File: config.mk
export PLATFORM = sky130hd
export DESIGN_NAME = swap_skip_table_xor_exec
export DESIGN_NICKNAME = d
export VERILOG_FILES = /design/src/hdl/exec_pkg.sv /design/src/hdl/swap_skip_table_xor_exec.sv
export SDC_FILE = /design/constraint.sdc
export NUM_CORES = 1
export LEC_CHECK = 0
export ABC_CLOCK_PERIOD_IN_PS = 1800
export CORE_MARGIN = 2
export CORE_UTILIZATION = 64
export DETAILED_ROUTE_END_ITERATION = 10
export DONT_BUFFER_PORTS = 1
export GPL_TIMING_DRIVEN = 0
export PLACE_DENSITY = 0.9
export SYNTH_ARGS = -nofsm -noshare
export SYNTH_HDL_FRONTEND = slang
export SYNTH_SLANG_ARGS = --single-unit
File: constraint.sdc
create_clock -name clock -period 1.8 [get_ports clock]
set_clock_uncertainty 0.05 [all_clocks]
set_input_delay 0.09 -clock clock [delete_from_list [all_inputs] [get_ports clock]]
set_output_delay 0.09 -clock clock [all_outputs]
set_load 0.1 [all_outputs]
File: src/hdl/exec_pkg.sv
// Purpose: Shared types and constants for the swap/skip/table/xor execution unit
// Assumes: 8-bit data path, program words of prog_width bits
// Notes: Operation codes are local to this unit, not the instruction encoding
package exec_pkg;
    localparam int data_width = 8;
    localparam int prog_width = 16;
    localparam int prog_addr_width = 13;
    localparam int bit_sel_width = 3;
    localparam logic [7:0] zero_byte = 8'h00;
    localparam logic [7:0] work_reset = 8'h00;
    localparam logic [7:0] latch_reset = 8'h00;
    localparam int nibble_lo = 3;
    localparam int nibble_hi = 4;
    // Page bits above the low table pointer
    localparam int page_width = prog_addr_width - data_width;
    localparam logic [page_width-1:0] last_page = {page_width{1'b1}};

    typedef enum logic [3:0] {
        op_none = 4'h0,
        op_nibble_exchange = 4'h1,
        op_nibble_exchange_to_work = 4'h2,
        op_skip_if_clear_byte = 4'h3,
        op_copy_then_skip_if_clear = 4'h4,
        op_skip_if_clear_bit = 4'h5,
        op_table_read_paged = 4'h6,
        op_table_read_current_page = 4'h7,
        op_table_read_last_page = 4'h8,
        op_exclusive_or_to_work = 4'h9,
        op_exclusive_or_to_memory = 4'ha,
        op_exclusive_or_immediate = 4'hb
    } op_e;

    // One decoded instruction presented by the sequencer
    typedef struct packed {
        op_e op;
        logic [data_width-1:0] mem_data;
        logic [data_width-1:0] immediate;
        logic [bit_sel_width-1:0] bit_sel;
        logic [page_width-1:0] current_page;
    } instr_s;

    // Write-back to data memory
    typedef struct packed {
        logic write;
        logic [data_width-1:0] data;
    } mem_write_s;

    typedef enum logic [1:0] {
        st_idle = 2'b00,
        st_table_wait = 2'b01,
        st_dummy = 2'b10,
        st_table_load = 2'b11
    } state_e;
endpackage

File: src/hdl/swap_skip_table_xor_exec.sv
// Purpose: Executes nibble swaps, zero skips, table reads and exclusive-OR operations
// Assumes: Sequencer holds instr stable while issue is high; program memory answers
//          one cycle after prog_read with prog_word
//          Data memory takes mem_wr in the cycle it is shown
//          Table pointers stay steady while a table read runs
// Notes: The zero flag is the only status bit this unit can change
//        A request is taken on a rising edge with issue high and the unit idle
//        Single-cycle operations answer with done one cycle after being taken
//        A taken skip raises skip_next first and done one cycle later
//        Table reads drive prog_read for one cycle and load prog_addr, which then holds,
//        wait one cycle for the registered memory, then store the word
//        Low table byte goes to data memory, high byte to the latch
//        Issue held past done starts the same operation again
//        Unused operation codes finish in one cycle and change nothing
// Operation
// - Nibble exchange writes back the byte with its nibbles swapped, flags kept.
// - Nibble exchange to work loads swapped byte into work register, memory intact.
// - Skip-if-clear-byte skips the next instruction when the byte is zero.
// - A taken skip adds one dummy cycle, making two instruction cycles.
// - Copy-then-skip copies byte to work register and skips when it is zero.
// - Bit test skips the next instruction when the selected bit is zero.
// - Paged table read uses both pointers; low byte to memory, high to latch.
// - Current-page table read uses code page plus low pointer.
// - Last-page table read uses final page plus low pointer, flags kept.
// - Exclusive-OR from memory updates work register and only the zero flag.
// - Exclusive-OR to memory writes the byte back, updating only the zero flag.
// - Immediate exclusive-OR updates work register and only the zero flag.
`timescale 1ns/1ns
module swap_skip_table_xor_exec (
    // Clock and reset
    input wire logic clock,
    input wire logic sys_rst,
    // Request from the sequencer
    input wire logic issue,
    input wire exec_pkg::instr_s instr,
    // Table pointer pair
    input wire logic [exec_pkg::data_width-1:0] table_pointer_low,
    input wire logic [exec_pkg::page_width-1:0] table_pointer_high,
    // Program memory answer
    input wire logic [exec_pkg::prog_width-1:0] prog_word,
    // Handshake back to the sequencer
    output logic busy,
    output logic done,
    output logic skip_next,
    // Results
    output exec_pkg::mem_write_s mem_wr,
    output logic [exec_pkg::data_width-1:0] work_register,
    output logic [exec_pkg::data_width-1:0] table_high_latch,
    output logic zero_flag,
    // Program memory request
    output logic prog_read,
    output logic [exec_pkg::prog_addr_width-1:0] prog_addr
);
    // Sequencer state
    exec_pkg::state_e state;
    exec_pkg::state_e next_state;

    // Operand views
    wire [exec_pkg::data_width-1:0] mem_byte = instr.mem_data;
    wire byte_clear = (mem_byte == exec_pkg::zero_byte);
    wire [exec_pkg::data_width-1:0] swapped;
    wire [exec_pkg::data_width-1:0] bit_hit;
    wire bit_clear = |bit_hit;

    // Nibble exchange and bit selection, one slice per data bit
    for (genvar b = 0; b < exec_pkg::data_width; b++) begin : g_bit
        if (b <= exec_pkg::nibble_lo) begin : g_low
            assign swapped[b] = mem_byte[b + exec_pkg::nibble_hi];
        end else begin : g_high
            assign swapped[b] = mem_byte[b - exec_pkg::nibble_hi];
        end
        assign bit_hit[b] = (int'(instr.bit_sel) == b) & ~mem_byte[b];
    end

    // Exclusive-OR results
    wire [exec_pkg::data_width-1:0] xor_mem = work_register ^ mem_byte;
    wire [exec_pkg::data_width-1:0] xor_imm = work_register ^ instr.immediate;

    // Instruction classes
    wire start = issue && (state == exec_pkg::st_idle);

    // Memory-byte operations
    wire is_swap = (instr.op == exec_pkg::op_nibble_exchange);
    wire is_swap_w = (instr.op == exec_pkg::op_nibble_exchange_to_work);

    // Skip tests
    wire is_sz = (instr.op == exec_pkg::op_skip_if_clear_byte);
    wire is_sza = (instr.op == exec_pkg::op_copy_then_skip_if_clear);
    wire is_szb = (instr.op == exec_pkg::op_skip_if_clear_bit);

    // Table reads
    wire is_tab_p = (instr.op == exec_pkg::op_table_read_paged);
    wire is_tab_c = (instr.op == exec_pkg::op_table_read_current_page);
    wire is_tab_l = (instr.op == exec_pkg::op_table_read_last_page);

    // Exclusive-OR operations
    wire is_xor_w = (instr.op == exec_pkg::op_exclusive_or_to_work);
    wire is_xor_m = (instr.op == exec_pkg::op_exclusive_or_to_memory);
    wire is_xor_i = (instr.op == exec_pkg::op_exclusive_or_immediate);
    wire is_table = is_tab_p | is_tab_c | is_tab_l;

    // Skip decision for the three test instructions
    wire skip_byte = is_sz & byte_clear;
    wire skip_copy = is_sza & byte_clear;
    wire skip_bit = is_szb & bit_clear;
    wire skip_taken = skip_byte | skip_copy | skip_bit;

    // Table address selection by page source
    wire [exec_pkg::page_width-1:0] table_page =
        is_tab_p ? table_pointer_high :
        is_tab_c ? instr.current_page :
        exec_pkg::last_page;
    wire [exec_pkg::prog_addr_width-1:0] next_prog_addr = {table_page, table_pointer_low};

    // Which operations load the work register
    wire load_work = is_swap_w | is_sza | is_xor_w | is_xor_i;
    logic [exec_pkg::data_width-1:0] next_work;
    logic [exec_pkg::data_width-1:0] mem_data_now;

    // Which operations update the zero flag
    wire load_zero = is_xor_w | is_xor_m | is_xor_i;

    // Zero flag source: the exclusive-OR result of this operation
    wire [exec_pkg::data_width-1:0] xor_result = is_xor_i ? xor_imm : xor_mem;
    wire next_zero = (xor_result == exec_pkg::zero_byte);

    // Immediate memory write-back (table reads write later)
    wire mem_write_now = is_swap | is_xor_m;

    // Result selection per operation; others keep the work register
    always_comb begin
        next_work = work_register;
        mem_data_now = mem_byte;
        unique case (instr.op)
            exec_pkg::op_nibble_exchange: begin
                mem_data_now = swapped;
            end
            exec_pkg::op_nibble_exchange_to_work: begin
                next_work = swapped;
            end
            exec_pkg::op_copy_then_skip_if_clear: begin
                next_work = mem_byte;
            end
            exec_pkg::op_exclusive_or_to_work: begin
                next_work = xor_mem;
            end
            exec_pkg::op_exclusive_or_to_memory: begin
                mem_data_now = xor_mem;
            end
            exec_pkg::op_exclusive_or_immediate: begin
                next_work = xor_imm;
            end
            default: begin
                next_work = work_register;
            end
        endcase
    end

    // Sequence slots: memory is read during wait, word is stored from load
    wire table_load_slot = (state == exec_pkg::st_table_load);
    wire dummy_slot = (state == exec_pkg::st_dummy);

    // Taken requests by how long they run
    wire single_cycle = start && !is_table && !skip_taken;
    wire table_start = start && is_table;
    wire skip_start = start && skip_taken;

    // Registered output next values
    wire next_busy = (next_state != exec_pkg::st_idle);
    wire next_done = single_cycle || dummy_slot || table_load_slot;
    wire next_skip = skip_start;
    wire next_prog_read = table_start;

    // Program word halves
    wire [exec_pkg::data_width-1:0] table_low = prog_word[exec_pkg::data_width-1:0];
    wire [exec_pkg::data_width-1:0] table_high = prog_word[exec_pkg::prog_width-1:exec_pkg::data_width];

    // Load enables
    wire load_latch = table_load_slot;
    wire load_prog_addr = table_start;
    wire load_work_now = start && load_work;
    wire load_zero_now = start && load_zero;

    // Write-back: table low byte in the store slot, else the swap or xor result
    wire exec_pkg::mem_write_s next_mem_wr = '{
        write: table_load_slot || (start && mem_write_now),
        data: table_load_slot ? table_low : mem_data_now
    };

    // State sequencing; the wait slot covers the registered memory read
    always_comb begin
        next_state = state;
        unique case (state)
            exec_pkg::st_idle: begin
                if (table_start) begin
                    next_state = exec_pkg::st_table_wait;
                end else if (skip_start) begin
                    next_state = exec_pkg::st_dummy;
                end
            end
            exec_pkg::st_table_wait: begin
                next_state = exec_pkg::st_table_load;
            end
            exec_pkg::st_table_load: begin
                next_state = exec_pkg::st_idle;
            end
            exec_pkg::st_dummy: begin
                next_state = exec_pkg::st_idle;
            end
        endcase
    end

    // State register
    always_ff @(posedge clock) begin
        if (sys_rst) begin
            state <= exec_pkg::st_idle;
        end else begin
            state <= next_state;
        end
    end

    // Busy while a skip or table read is still running
    always_ff @(posedge clock) begin
        if (sys_rst) begin
            busy <= 1'b0;
        end else begin
            busy <= next_busy;
        end
    end

    // Done pulse at the end of every operation
    always_ff @(posedge clock) begin
        if (sys_rst) begin
            done <= 1'b0;
        end else begin
            done <= next_done;
        end
    end

    // Skip pulse, one cycle ahead of done
    always_ff @(posedge clock) begin
        if (sys_rst) begin
            skip_next <= 1'b0;
        end else begin
            skip_next <= next_skip;
        end
    end

    // Program memory read pulse
    always_ff @(posedge clock) begin
        if (sys_rst) begin
            prog_read <= 1'b0;
        end else begin
            prog_read <= next_prog_read;
        end
    end

    // Program address, held after the read
    always_ff @(posedge clock) begin
        if (sys_rst) begin
            prog_addr <= '0;
        end else if (load_prog_addr) begin
            prog_addr <= next_prog_addr;
        end
    end

    // Data memory write-back
    always_ff @(posedge clock) begin
        if (sys_rst) begin
            mem_wr <= '0;
        end else begin
            mem_wr <= next_mem_wr;
        end
    end

    // Table high latch
    always_ff @(posedge clock) begin
        if (sys_rst) begin
            table_high_latch <= exec_pkg::latch_reset;
        end else if (load_latch) begin
            table_high_latch <= table_high;
        end
    end

    // Work register; other instructions leave it alone
    always_ff @(posedge clock) begin
        if (sys_rst) begin
            work_register <= exec_pkg::work_reset;
        end else if (load_work_now) begin
            work_register <= next_work;
        end
    end

    // Zero flag; only exclusive-OR operations touch it
    always_ff @(posedge clock) begin
        if (sys_rst) begin
            zero_flag <= 1'b0;
        end else if (load_zero_now) begin
            zero_flag <= next_zero;
        end
    end
endmodule

==> out/results.ini, run 1 <==
[floorplan]
initial_core_util=0.6591
io_pins=103
die_h_um=70.50
die-area_um2=4970
die_w_um=70.50
design.core.area_um2=4294
placementRows=24

[run]
drv_cap=0

[worst_setup_path]
crit_buf_inv=0
worstSetupStartpointType=flop
crit_fanout=5
critPathMaxStageDelay_ns=0.60
critPathCaptureType=flop
crit_path_top_delay_cell=dfxtp_4
crit_required_ns=1.96
cp_top_family=flip-flops
crit_type=flop to flop
arrival_ns=1.90
crit_path_cell_trace=xor2_1 > nor4_1 > nand3_1 > a311oi_1

[yosys]
yosysTopAreaCell=dfxtp_1
synth_edf_count=0
netlist_area_um2=2830
synthTopCellsByArea=dfxtp_1 32%, nand2_1 5.7%, xor2_1 5.3%
synth_top_area_frac=0.3183
syn-num-nets=396
syn_area_per_cell_um2=8.423
async_flop_share=0
ys_seq_area_frac=0.3183
synth-main-ff-cell=dfxtp_1
ys_seq_elements=45
synth_cells=336
synth_cell_types=49
yosysWarnings=0

[clock_tree]
clk_latency_ns=0.30
cts_tree=built
h-tree-depth=2
cts_sinks=45
cts_made_buffers=5
cts.path.max_buffers=2
cts.root.buffer_cell=clkbuf_8
clkTransAtPathRegs_ns=0.09

[route]
post_drt_via_cell_ratio=6.874
drt-total-wl_mm=9.281
final_antenna_net_count=0
drt_iter0_markers=309
vias=2935
wl_per_cell_um=21.74
dr.pass1.iters=5
drc_errors=0

[power]
p_per_area_nw_per_um2=799.8
p_leak_nw=1.207
ir_worst_vdd_v=0.0005424

[sta]
fin_crit_ns=1.740
slew_headroom=0.3153
rsz0062_at_grt=no
setup_tns_ns=0
period_share=0.9666
worst_pin_slew_ns=1.026
setup_viol_count_final=0
slew_viol_final=0
whs_ns=0.02552
finalHoldViolCount=0
clock.fmax_ghz=0.5747

[cells_and_area]
layout.nets=434
fin_area_um2=3376
multi_input_area_um2=1725
antennaDiodeCount=0
n_fill_cell=255
drive_gt1_frac=0.1973
final_util=0.7861
syn_to_final_growth_pct=19.28
regArea_um2=930.9

[placement]
portBuffers=0
placed_area_um2=2905
place.detailed.hpwl_mm=5.561
gp_congestion=0.9297

[grt]
grt_max_degree=16
grt-ovfl-total=0
grt_use_total=0.3734
grt_pass1_wl_mm=14.60
antenna_found_initial=0
grt_pass1_vias=2841

[status]
status=finished, final reports clean

[hold_path]
hold_path_class=input pin to flop

-- state kept, by name, summed over array words and instances (netlist names) --
register,count
prog_read,1
state,2
mem_wr,9
skip_next,1
busy,1
table_high_latch,8
work_register,8
done,1
prog_addr,13
zero_flag,1
-- power by group --
part           switching, mW  total, mW  internal, mW
sequential             0.295       1.32          1.03
clock                  0.381      0.940         0.559
combinational          0.251      0.438         0.187
total                  0.927       2.70          1.77
-- final timing paths --
kind	from	to	slack (ns)	cells after the start
setup / recovery	work_register[4]	zero_flag	0.06	4
hold / removal	table_pointer_high[0]	prog_addr[8]	0.03	2
setup reg to reg	work_register[4]	zero_flag	0.06	4
hold reg to reg	state[1]	state[0]	0.54	1
-- stage by stage --
step                      setup slack, ns  total power [mW]  instances
after floorplan                    0.2495             1.629        336
after global placement           -0.01993             1.689        388
after detailed placement         -0.05093             1.700        388
after CTS                         0.01423             2.666        427
after global routing              0.02546             2.760        427
final                             0.06009             2.700        427
-- cells by family (layout without fill, tap and decap cells) --
kind of cell	count (synthesis)	after routing	synth area share
xor+xnor	17	17	0.05261
buf+inv	39	78	0.07294
simple gates	122	122	0.2299
compound gates	103	103	0.2865
flops	45	45	0.3183
mux	10	10	0.03979
-- layer usage --
metal  vias up  wire length (um)  part of all wire  GRT usage
li1       1286                 -                 -          -
met1      1367              3365              0.36     0.4417
met2       238              4580              0.49     0.6457
met3        44              1032              0.11     0.1068
met4         0               302             0.033     0.1303
met5         -                 0                 0          0
-- worst register-to-register path: stages (launching register included) --
cell and delay [ns]:
dfxtp_4 0.60, xor2_1 0.14, nor4_1 0.42, nand3_1 0.14
a311oi_1 0.31
-- cells in the mapped netlist (3+ instances only) --
master / count
dfxtp_1: 45
nand2_1: 43
nor2_1: 30
a21oi_1: 26
xor2_1: 17
clkbuf_1: 16
o21ai_1: 16
nor3_1: 11
a311oi_1: 9
inv_1: 9
mux2i_1: 9
a21oi_2: 8
a221oi_2: 8
a22o_1: 8
nor3_2: 8
o22ai_1: 8
o22ai_2: 8
buf_6: 6
a211oi_1: 5
nand3_1: 5
nor4_1: 5
buf_2: 3
nand2b_1: 3
-- cells in the final DEF, fill, tap and decap left out, types with 11 or more instances in the layout --
| master | instances |
|---|---|
| clkbuf_1 | 16 |
| a21oi_1 | 26 |
| nand2_1 | 42 |
| xor2_1 | 17 |
| nor3_1 | 11 |
| nor2_1 | 30 |
| dlygate4sd3_1 | 31 |
| o21ai_1 | 16 |
| dfxtp_1 | 37 |
-- area by class of cell --
| cell class | instances | share of cell area |
|---|---|---|
| multi-input cells | 252 | 0.5111 |
| flip-flops and latches | 45 | 0.2758 |
| repair buffers | 31 | 0.09192 |
| plain buffers | 30 | 0.05115 |
| clock buffers | 5 | 0.02039 |
| clock inverters | 3 | 0.02039 |
| well taps | 52 | 0.01927 |
| inverters | 9 | 0.01001 |
-- repair_timing --
item / 4_1_cts / 5_1_grt
endpoints found under the setup margin: 1 / 5
hold buffers: 31 / 0
hold endpoints to repair: 28 / 0
setup buffers: 0 / 0
resized for setup: 5 / 5
No activity file was read; power rests on OpenSTA's default activity.
==> inputs of run 2 (changes only) <==
--- a/config.mk
+++ b/config.mk
@@ -5,7 +5,7 @@
 export SDC_FILE = /design/constraint.sdc
 export NUM_CORES = 1
 export LEC_CHECK = 0
-export ABC_CLOCK_PERIOD_IN_PS = 1800
+export CORE_ASPECT_RATIO = 1.75
 export CORE_MARGIN = 2
 export CORE_UTILIZATION = 64
 export DETAILED_ROUTE_END_ITERATION = 10
==> out/results.ini, run 2 (synthesized netlist as in run 1, its figures left out) <==
[status]
status=complete, but fails checks
violations=hold timing

[placement]
portBuffers=0
place.detailed.hpwl_mm=5.609
gp_congestion=0.9489
placed_area_um2=2904

[clock_tree]
cts.root.buffer_cell=clkbuf_8
cts.path.max_buffers=2
h-tree-depth=2
cts_tree=built
clk_latency_ns=0.31
cts_sinks=45
cts_made_buffers=5
clkTransAtPathRegs_ns=0.10

[sta]
period_share=0.9408
setup_tns_ns=0
slew_headroom=0.3318
fin_crit_ns=1.693
clock.fmax_ghz=0.5905
whs_ns=-0.002354
worst_pin_slew_ns=1.001
finalHoldViolCount=2
setup_viol_count_final=0
slew_viol_final=0
rsz0062_at_grt=no

[cells_and_area]
layout_common_cells=42 x nand2_1, 37 x dfxtp_1, 30 x nor2_1, 28 x dlygate4sd3_1, 26 x a21oi_1
largest-register=prog_addr
n_fill_cell=299
final_util=0.7700
antennaDiodeCount=0
reg_top3=prog_addr (13), mem_wr (9)
largest_register_ffs=13
fin_area_um2=3329
layout.nets=434
drive_gt1_frac=0.2080
final_common_cell=nand2_1
syn_to_final_growth_pct=17.64

[power]
pwr-share-comb=0.177
p_leak_nw=1.188
ir_worst_vdd_v=0.0006454
clkPwrFrac=0.277
p_sw_frac=0.3827
p_int_mw=1.493
total_power_mw=2.418
p_seq_frac=0.546
switchingPower_mw=0.9253
p_per_area_nw_per_um2=726.3

[floorplan]
die_w_um=54.27
placementRows=32
design.core.area_um2=4324
die_h_um=91.97
initial_core_util=0.6545
die-area_um2=4991
io_pins=103

[grt]
grt_pass1_vias=2801
grt_max_degree=17
grt_pass1_wl_mm=12.77
grt-ovfl-total=0
antenna_found_initial=0
grt_use_total=0.3441

[worst_setup_path]
crit_fanout=5
crit_path_top_delay_cell=dfxtp_4
crit_required_ns=1.97
crit_path_cell_trace=inv_1 > nor3_1 > a21oi_1 > a311oi_2
arrival_ns=1.86
worstSetupStartpointType=flop
crit_type=flop to flop
crit_buf_inv=1
cp_top_family=flip-flops
critPathCaptureType=flop
critPathMaxStageDelay_ns=0.59

[route]
wl_per_cell_um=20.66
final_antenna_net_count=0
drt_iter0_markers=147
dr.pass1.iters=5
drc_errors=0
vias=2873
post_drt_via_cell_ratio=6.744
drt-total-wl_mm=8.803

[run]
drv_cap=0

[hold_path]
hold_path_class=input pin to flop

==> run 2: changes by cell type in the layout (fill, tap and decap cells not counted), sizes merged <==
cell and change:
buf +3, bufinv -2, clkinv +1, clkinvlp +1, dlygate4sd3 -3
==> run 2: layout make-up <==
class                           count  area (um2)  area share
Buffer                             30       172.7     0.05186
Clock buffer                        5       68.82     0.02067
Clock inverter                      3       25.02    0.007516
Inverter                            9       33.78     0.01015
Multi-Input combinational cell    252        1732      0.5201
Sequential cell                    45       930.9      0.2796
Tap cell                           51       63.81     0.01917
Timing Repair Buffer               31       302.8     0.09094
==> run 2: timing repair <==
item / CTS / global route
setup buffers: 0 / 3
hold endpoints to repair: 27 / 1
endpoints found under the setup margin: 0 / 5
hold buffers: 27 / 1
resized for setup: 0 / 11
==> run 2: stage by stage <==
step / hold slack, ns / cells / worst slack [ns]
3_5_place_dp: 0.1838 / 387 / 0.03730
6_report: -0.002354 / 426 / 0.1067
3_3_place_gp: 0.1775 / 387 / 0.08502
4_1_cts: 0.002203 / 422 / 0.001555
2_1_floorplan: 0.1760 / 336 / 0.2495
5_1_grt: 0.01277 / 426 / 0.03192
==> run 2: power by group through the flow <==
stage          logic [mW]  registers, mW  clock network (mW)
2_1_floorplan       0.290           1.34                   0
3_3_place_gp        0.342           1.35                   0
3_5_place_dp        0.354           1.35                   0
4_1_cts             0.404           1.33               0.661
5_1_grt             0.458           1.32               0.697
6_report            0.427           1.32               0.671
==> run 2: final timing paths <==
path	slack (ns)	cells past startpoint	startpoint	to
worst max register to register	0.11	4	work_register[6]	mem_wr[6]
worst min register to register	0.48	2	state[1]	done
worst min-delay path	-0.002	2	table_pointer_high[4]	prog_addr[12]
worst max-delay path	0.11	4	work_register[6]	mem_wr[6]
==> run 2: layer usage <==
layer,wire length (um),part of all wire,vias to the layer above,global-route usage
met5,0,0,-,0
met4,467,0.053,0,0.2146
met3,657,0.075,50,0.08143
met2,4840,0.55,196,0.6024
met1,2836,0.32,1346,0.3368
li1,-,-,1281,-
==> inputs of run 3 (changes only) <==
--- a/config.mk
+++ b/config.mk
@@ -7,11 +7,12 @@
 export LEC_CHECK = 0
 export CORE_ASPECT_RATIO = 1.75
 export CORE_MARGIN = 2
-export CORE_UTILIZATION = 64
+export CORE_UTILIZATION = 65
+export CTS_BUF_LIST = sky130_fd_sc_hd__clkbuf_8
 export DETAILED_ROUTE_END_ITERATION = 10
 export DONT_BUFFER_PORTS = 1
 export GPL_TIMING_DRIVEN = 0
-export PLACE_DENSITY = 0.9
+export PLACE_DENSITY = 0.91
 export SYNTH_ARGS = -nofsm -noshare
 export SYNTH_HDL_FRONTEND = slang
 export SYNTH_SLANG_ARGS = --single-unit
==> out/results.ini, run 3 (synthesized netlist as in run 1, its figures left out) <==
[sta]
slew_viol_final=0
finalHoldViolCount=0
slew_headroom=0.3358
fin_crit_ns=1.667
period_share=0.9262
setup_viol_count_final=0
setup_tns_ns=0
rsz0062_at_grt=no
clock.fmax_ghz=0.5998
setup_ws_ns=0.1328
worst_pin_slew_ns=0.9950

[worst_setup_path]
crit_required_ns=1.96
critPathCaptureType=flop
crit_type=flop to flop
worstSetupStartpointType=flop
arrival_ns=1.83
crit_fanout=5

[placement]
post-place-ws_ns=0.03577
gp_congestion=0.9203
placed_area_um2=2902
place.detailed.hpwl_mm=5.677
portBuffers=0

[route]
post_drt_via_cell_ratio=6.437
final_antenna_net_count=0
vias=2742
dr.pass1.iters=4
drc_errors=0
drt-total-wl_mm=8.080
wl_per_cell_um=18.97
drt_iter0_markers=97

[clock_tree]
cts_tree=built
cts.path.max_buffers=2
h-tree-depth=2
cts_sinks=45
cts.root.buffer_cell=clkbuf_8
cts_made_buffers=5
clk_latency_ns=0.30
clkTransAtPathRegs_ns=0.09

[cells_and_area]
layout_common_cells=43 x nand2_1, 37 x dfxtp_1, 31 x dlygate4sd3_1, 30 x nor2_1, 26 x a21oi_1
largest-register=prog_addr
syn_to_final_growth_pct=18.26
largest_register_ffs=13
reg_top3=prog_addr (13), mem_wr (9)
drive_gt1_frac=0.2016
fin_area_um2=3347
final_common_cell=nand2_1
final_util=0.8065
antennaDiodeCount=0
layout.nets=436

[grt]
antenna_found_initial=0
grt_pass1_wl_mm=12.45
busiest_layer=met2
grt_use_met1=0.3434
grt-ovfl-total=0
grt_max_degree=17
grt_use_total=0.3366
met2_usage=0.6006
grt_pass1_vias=2767
grtUsageMet3=0.05263

[floorplan]
die_h_um=91.29
die-area_um2=4919
die_w_um=53.88
io_pins=103
placementRows=31
initial_core_util=0.6819
design.core.area_um2=4150

[hold_path]
hold_path_class=input pin to flop

[run]
drv_cap=0

[status]
status=finished, final reports clean

[power]
ir_worst_vdd_v=0.0006862
p_leak_nw=1.194
p_per_area_nw_per_um2=715.5

## run 3: repair_timing
item,in CTS,in global routing
gates resized for setup,3,7
hold endpoints to repair,28,0
buffers inserted,0,2
pin swaps,0,1
endpoints found under the setup margin,1,5
hold buffers,31,0
## run 3: per-stage QoR
| stage | cells | hold WS, ns | power (mW) |
|---|---|---|---|
| final | 426 | 0.01277 | 2.395 |
| after global placement | 385 | 0.1782 | 1.689 |
| after CTS | 424 | 0.002299 | 2.389 |
| after floorplan | 336 | 0.1760 | 1.629 |
| after detailed placement | 385 | 0.1818 | 1.702 |
| after global routing | 426 | 0.02669 | 2.473 |
## run 3: cell type report
class                           count  area [um2]
Clock inverter                      3       25.02
Clock buffer                        5       68.82
Tap cell                           49       61.31
Sequential cell                    45       930.9
Timing Repair Buffer               33       325.3
Fill cell                         289       803.3
Inverter                            9       33.78
Buffer                             30       172.7
Multi-Input combinational cell    252        1729
## run 3: power breakdown
part	switching (mW)	leakage, nW	total (mW)	internal, mW
logic	0.232	0.777	0.422	0.190
clock network	0.372	0.0447	0.653	0.281
registers	0.294	0.373	1.32	1.03
## run 3: final timing paths
kind	slack (ns)	depth (start not counted)	end	start
max	0.13	4	zero_flag	work_register[6]
min	0.01	2	prog_addr[8]	table_pointer_high[0]
max reg2reg	0.13	4	zero_flag	work_register[6]
min reg2reg	0.49	2	done	state[1]
## run 3: routing by layer
layer | wire length [um] | part of all wire
met1 | 2705 | 0.33
met5 | 0 | 0
met4 | 331 | 0.041
met3 | 580 | 0.072
met2 | 4462 | 0.55
## run 3: worst max-delay path, cell delays in order, from the launching register on
cell and delay [ns]:
dfxtp_4 0.58, xor2_1 0.11, nor4_1 0.36, nand3_1 0.17, a311oi_1 0.29
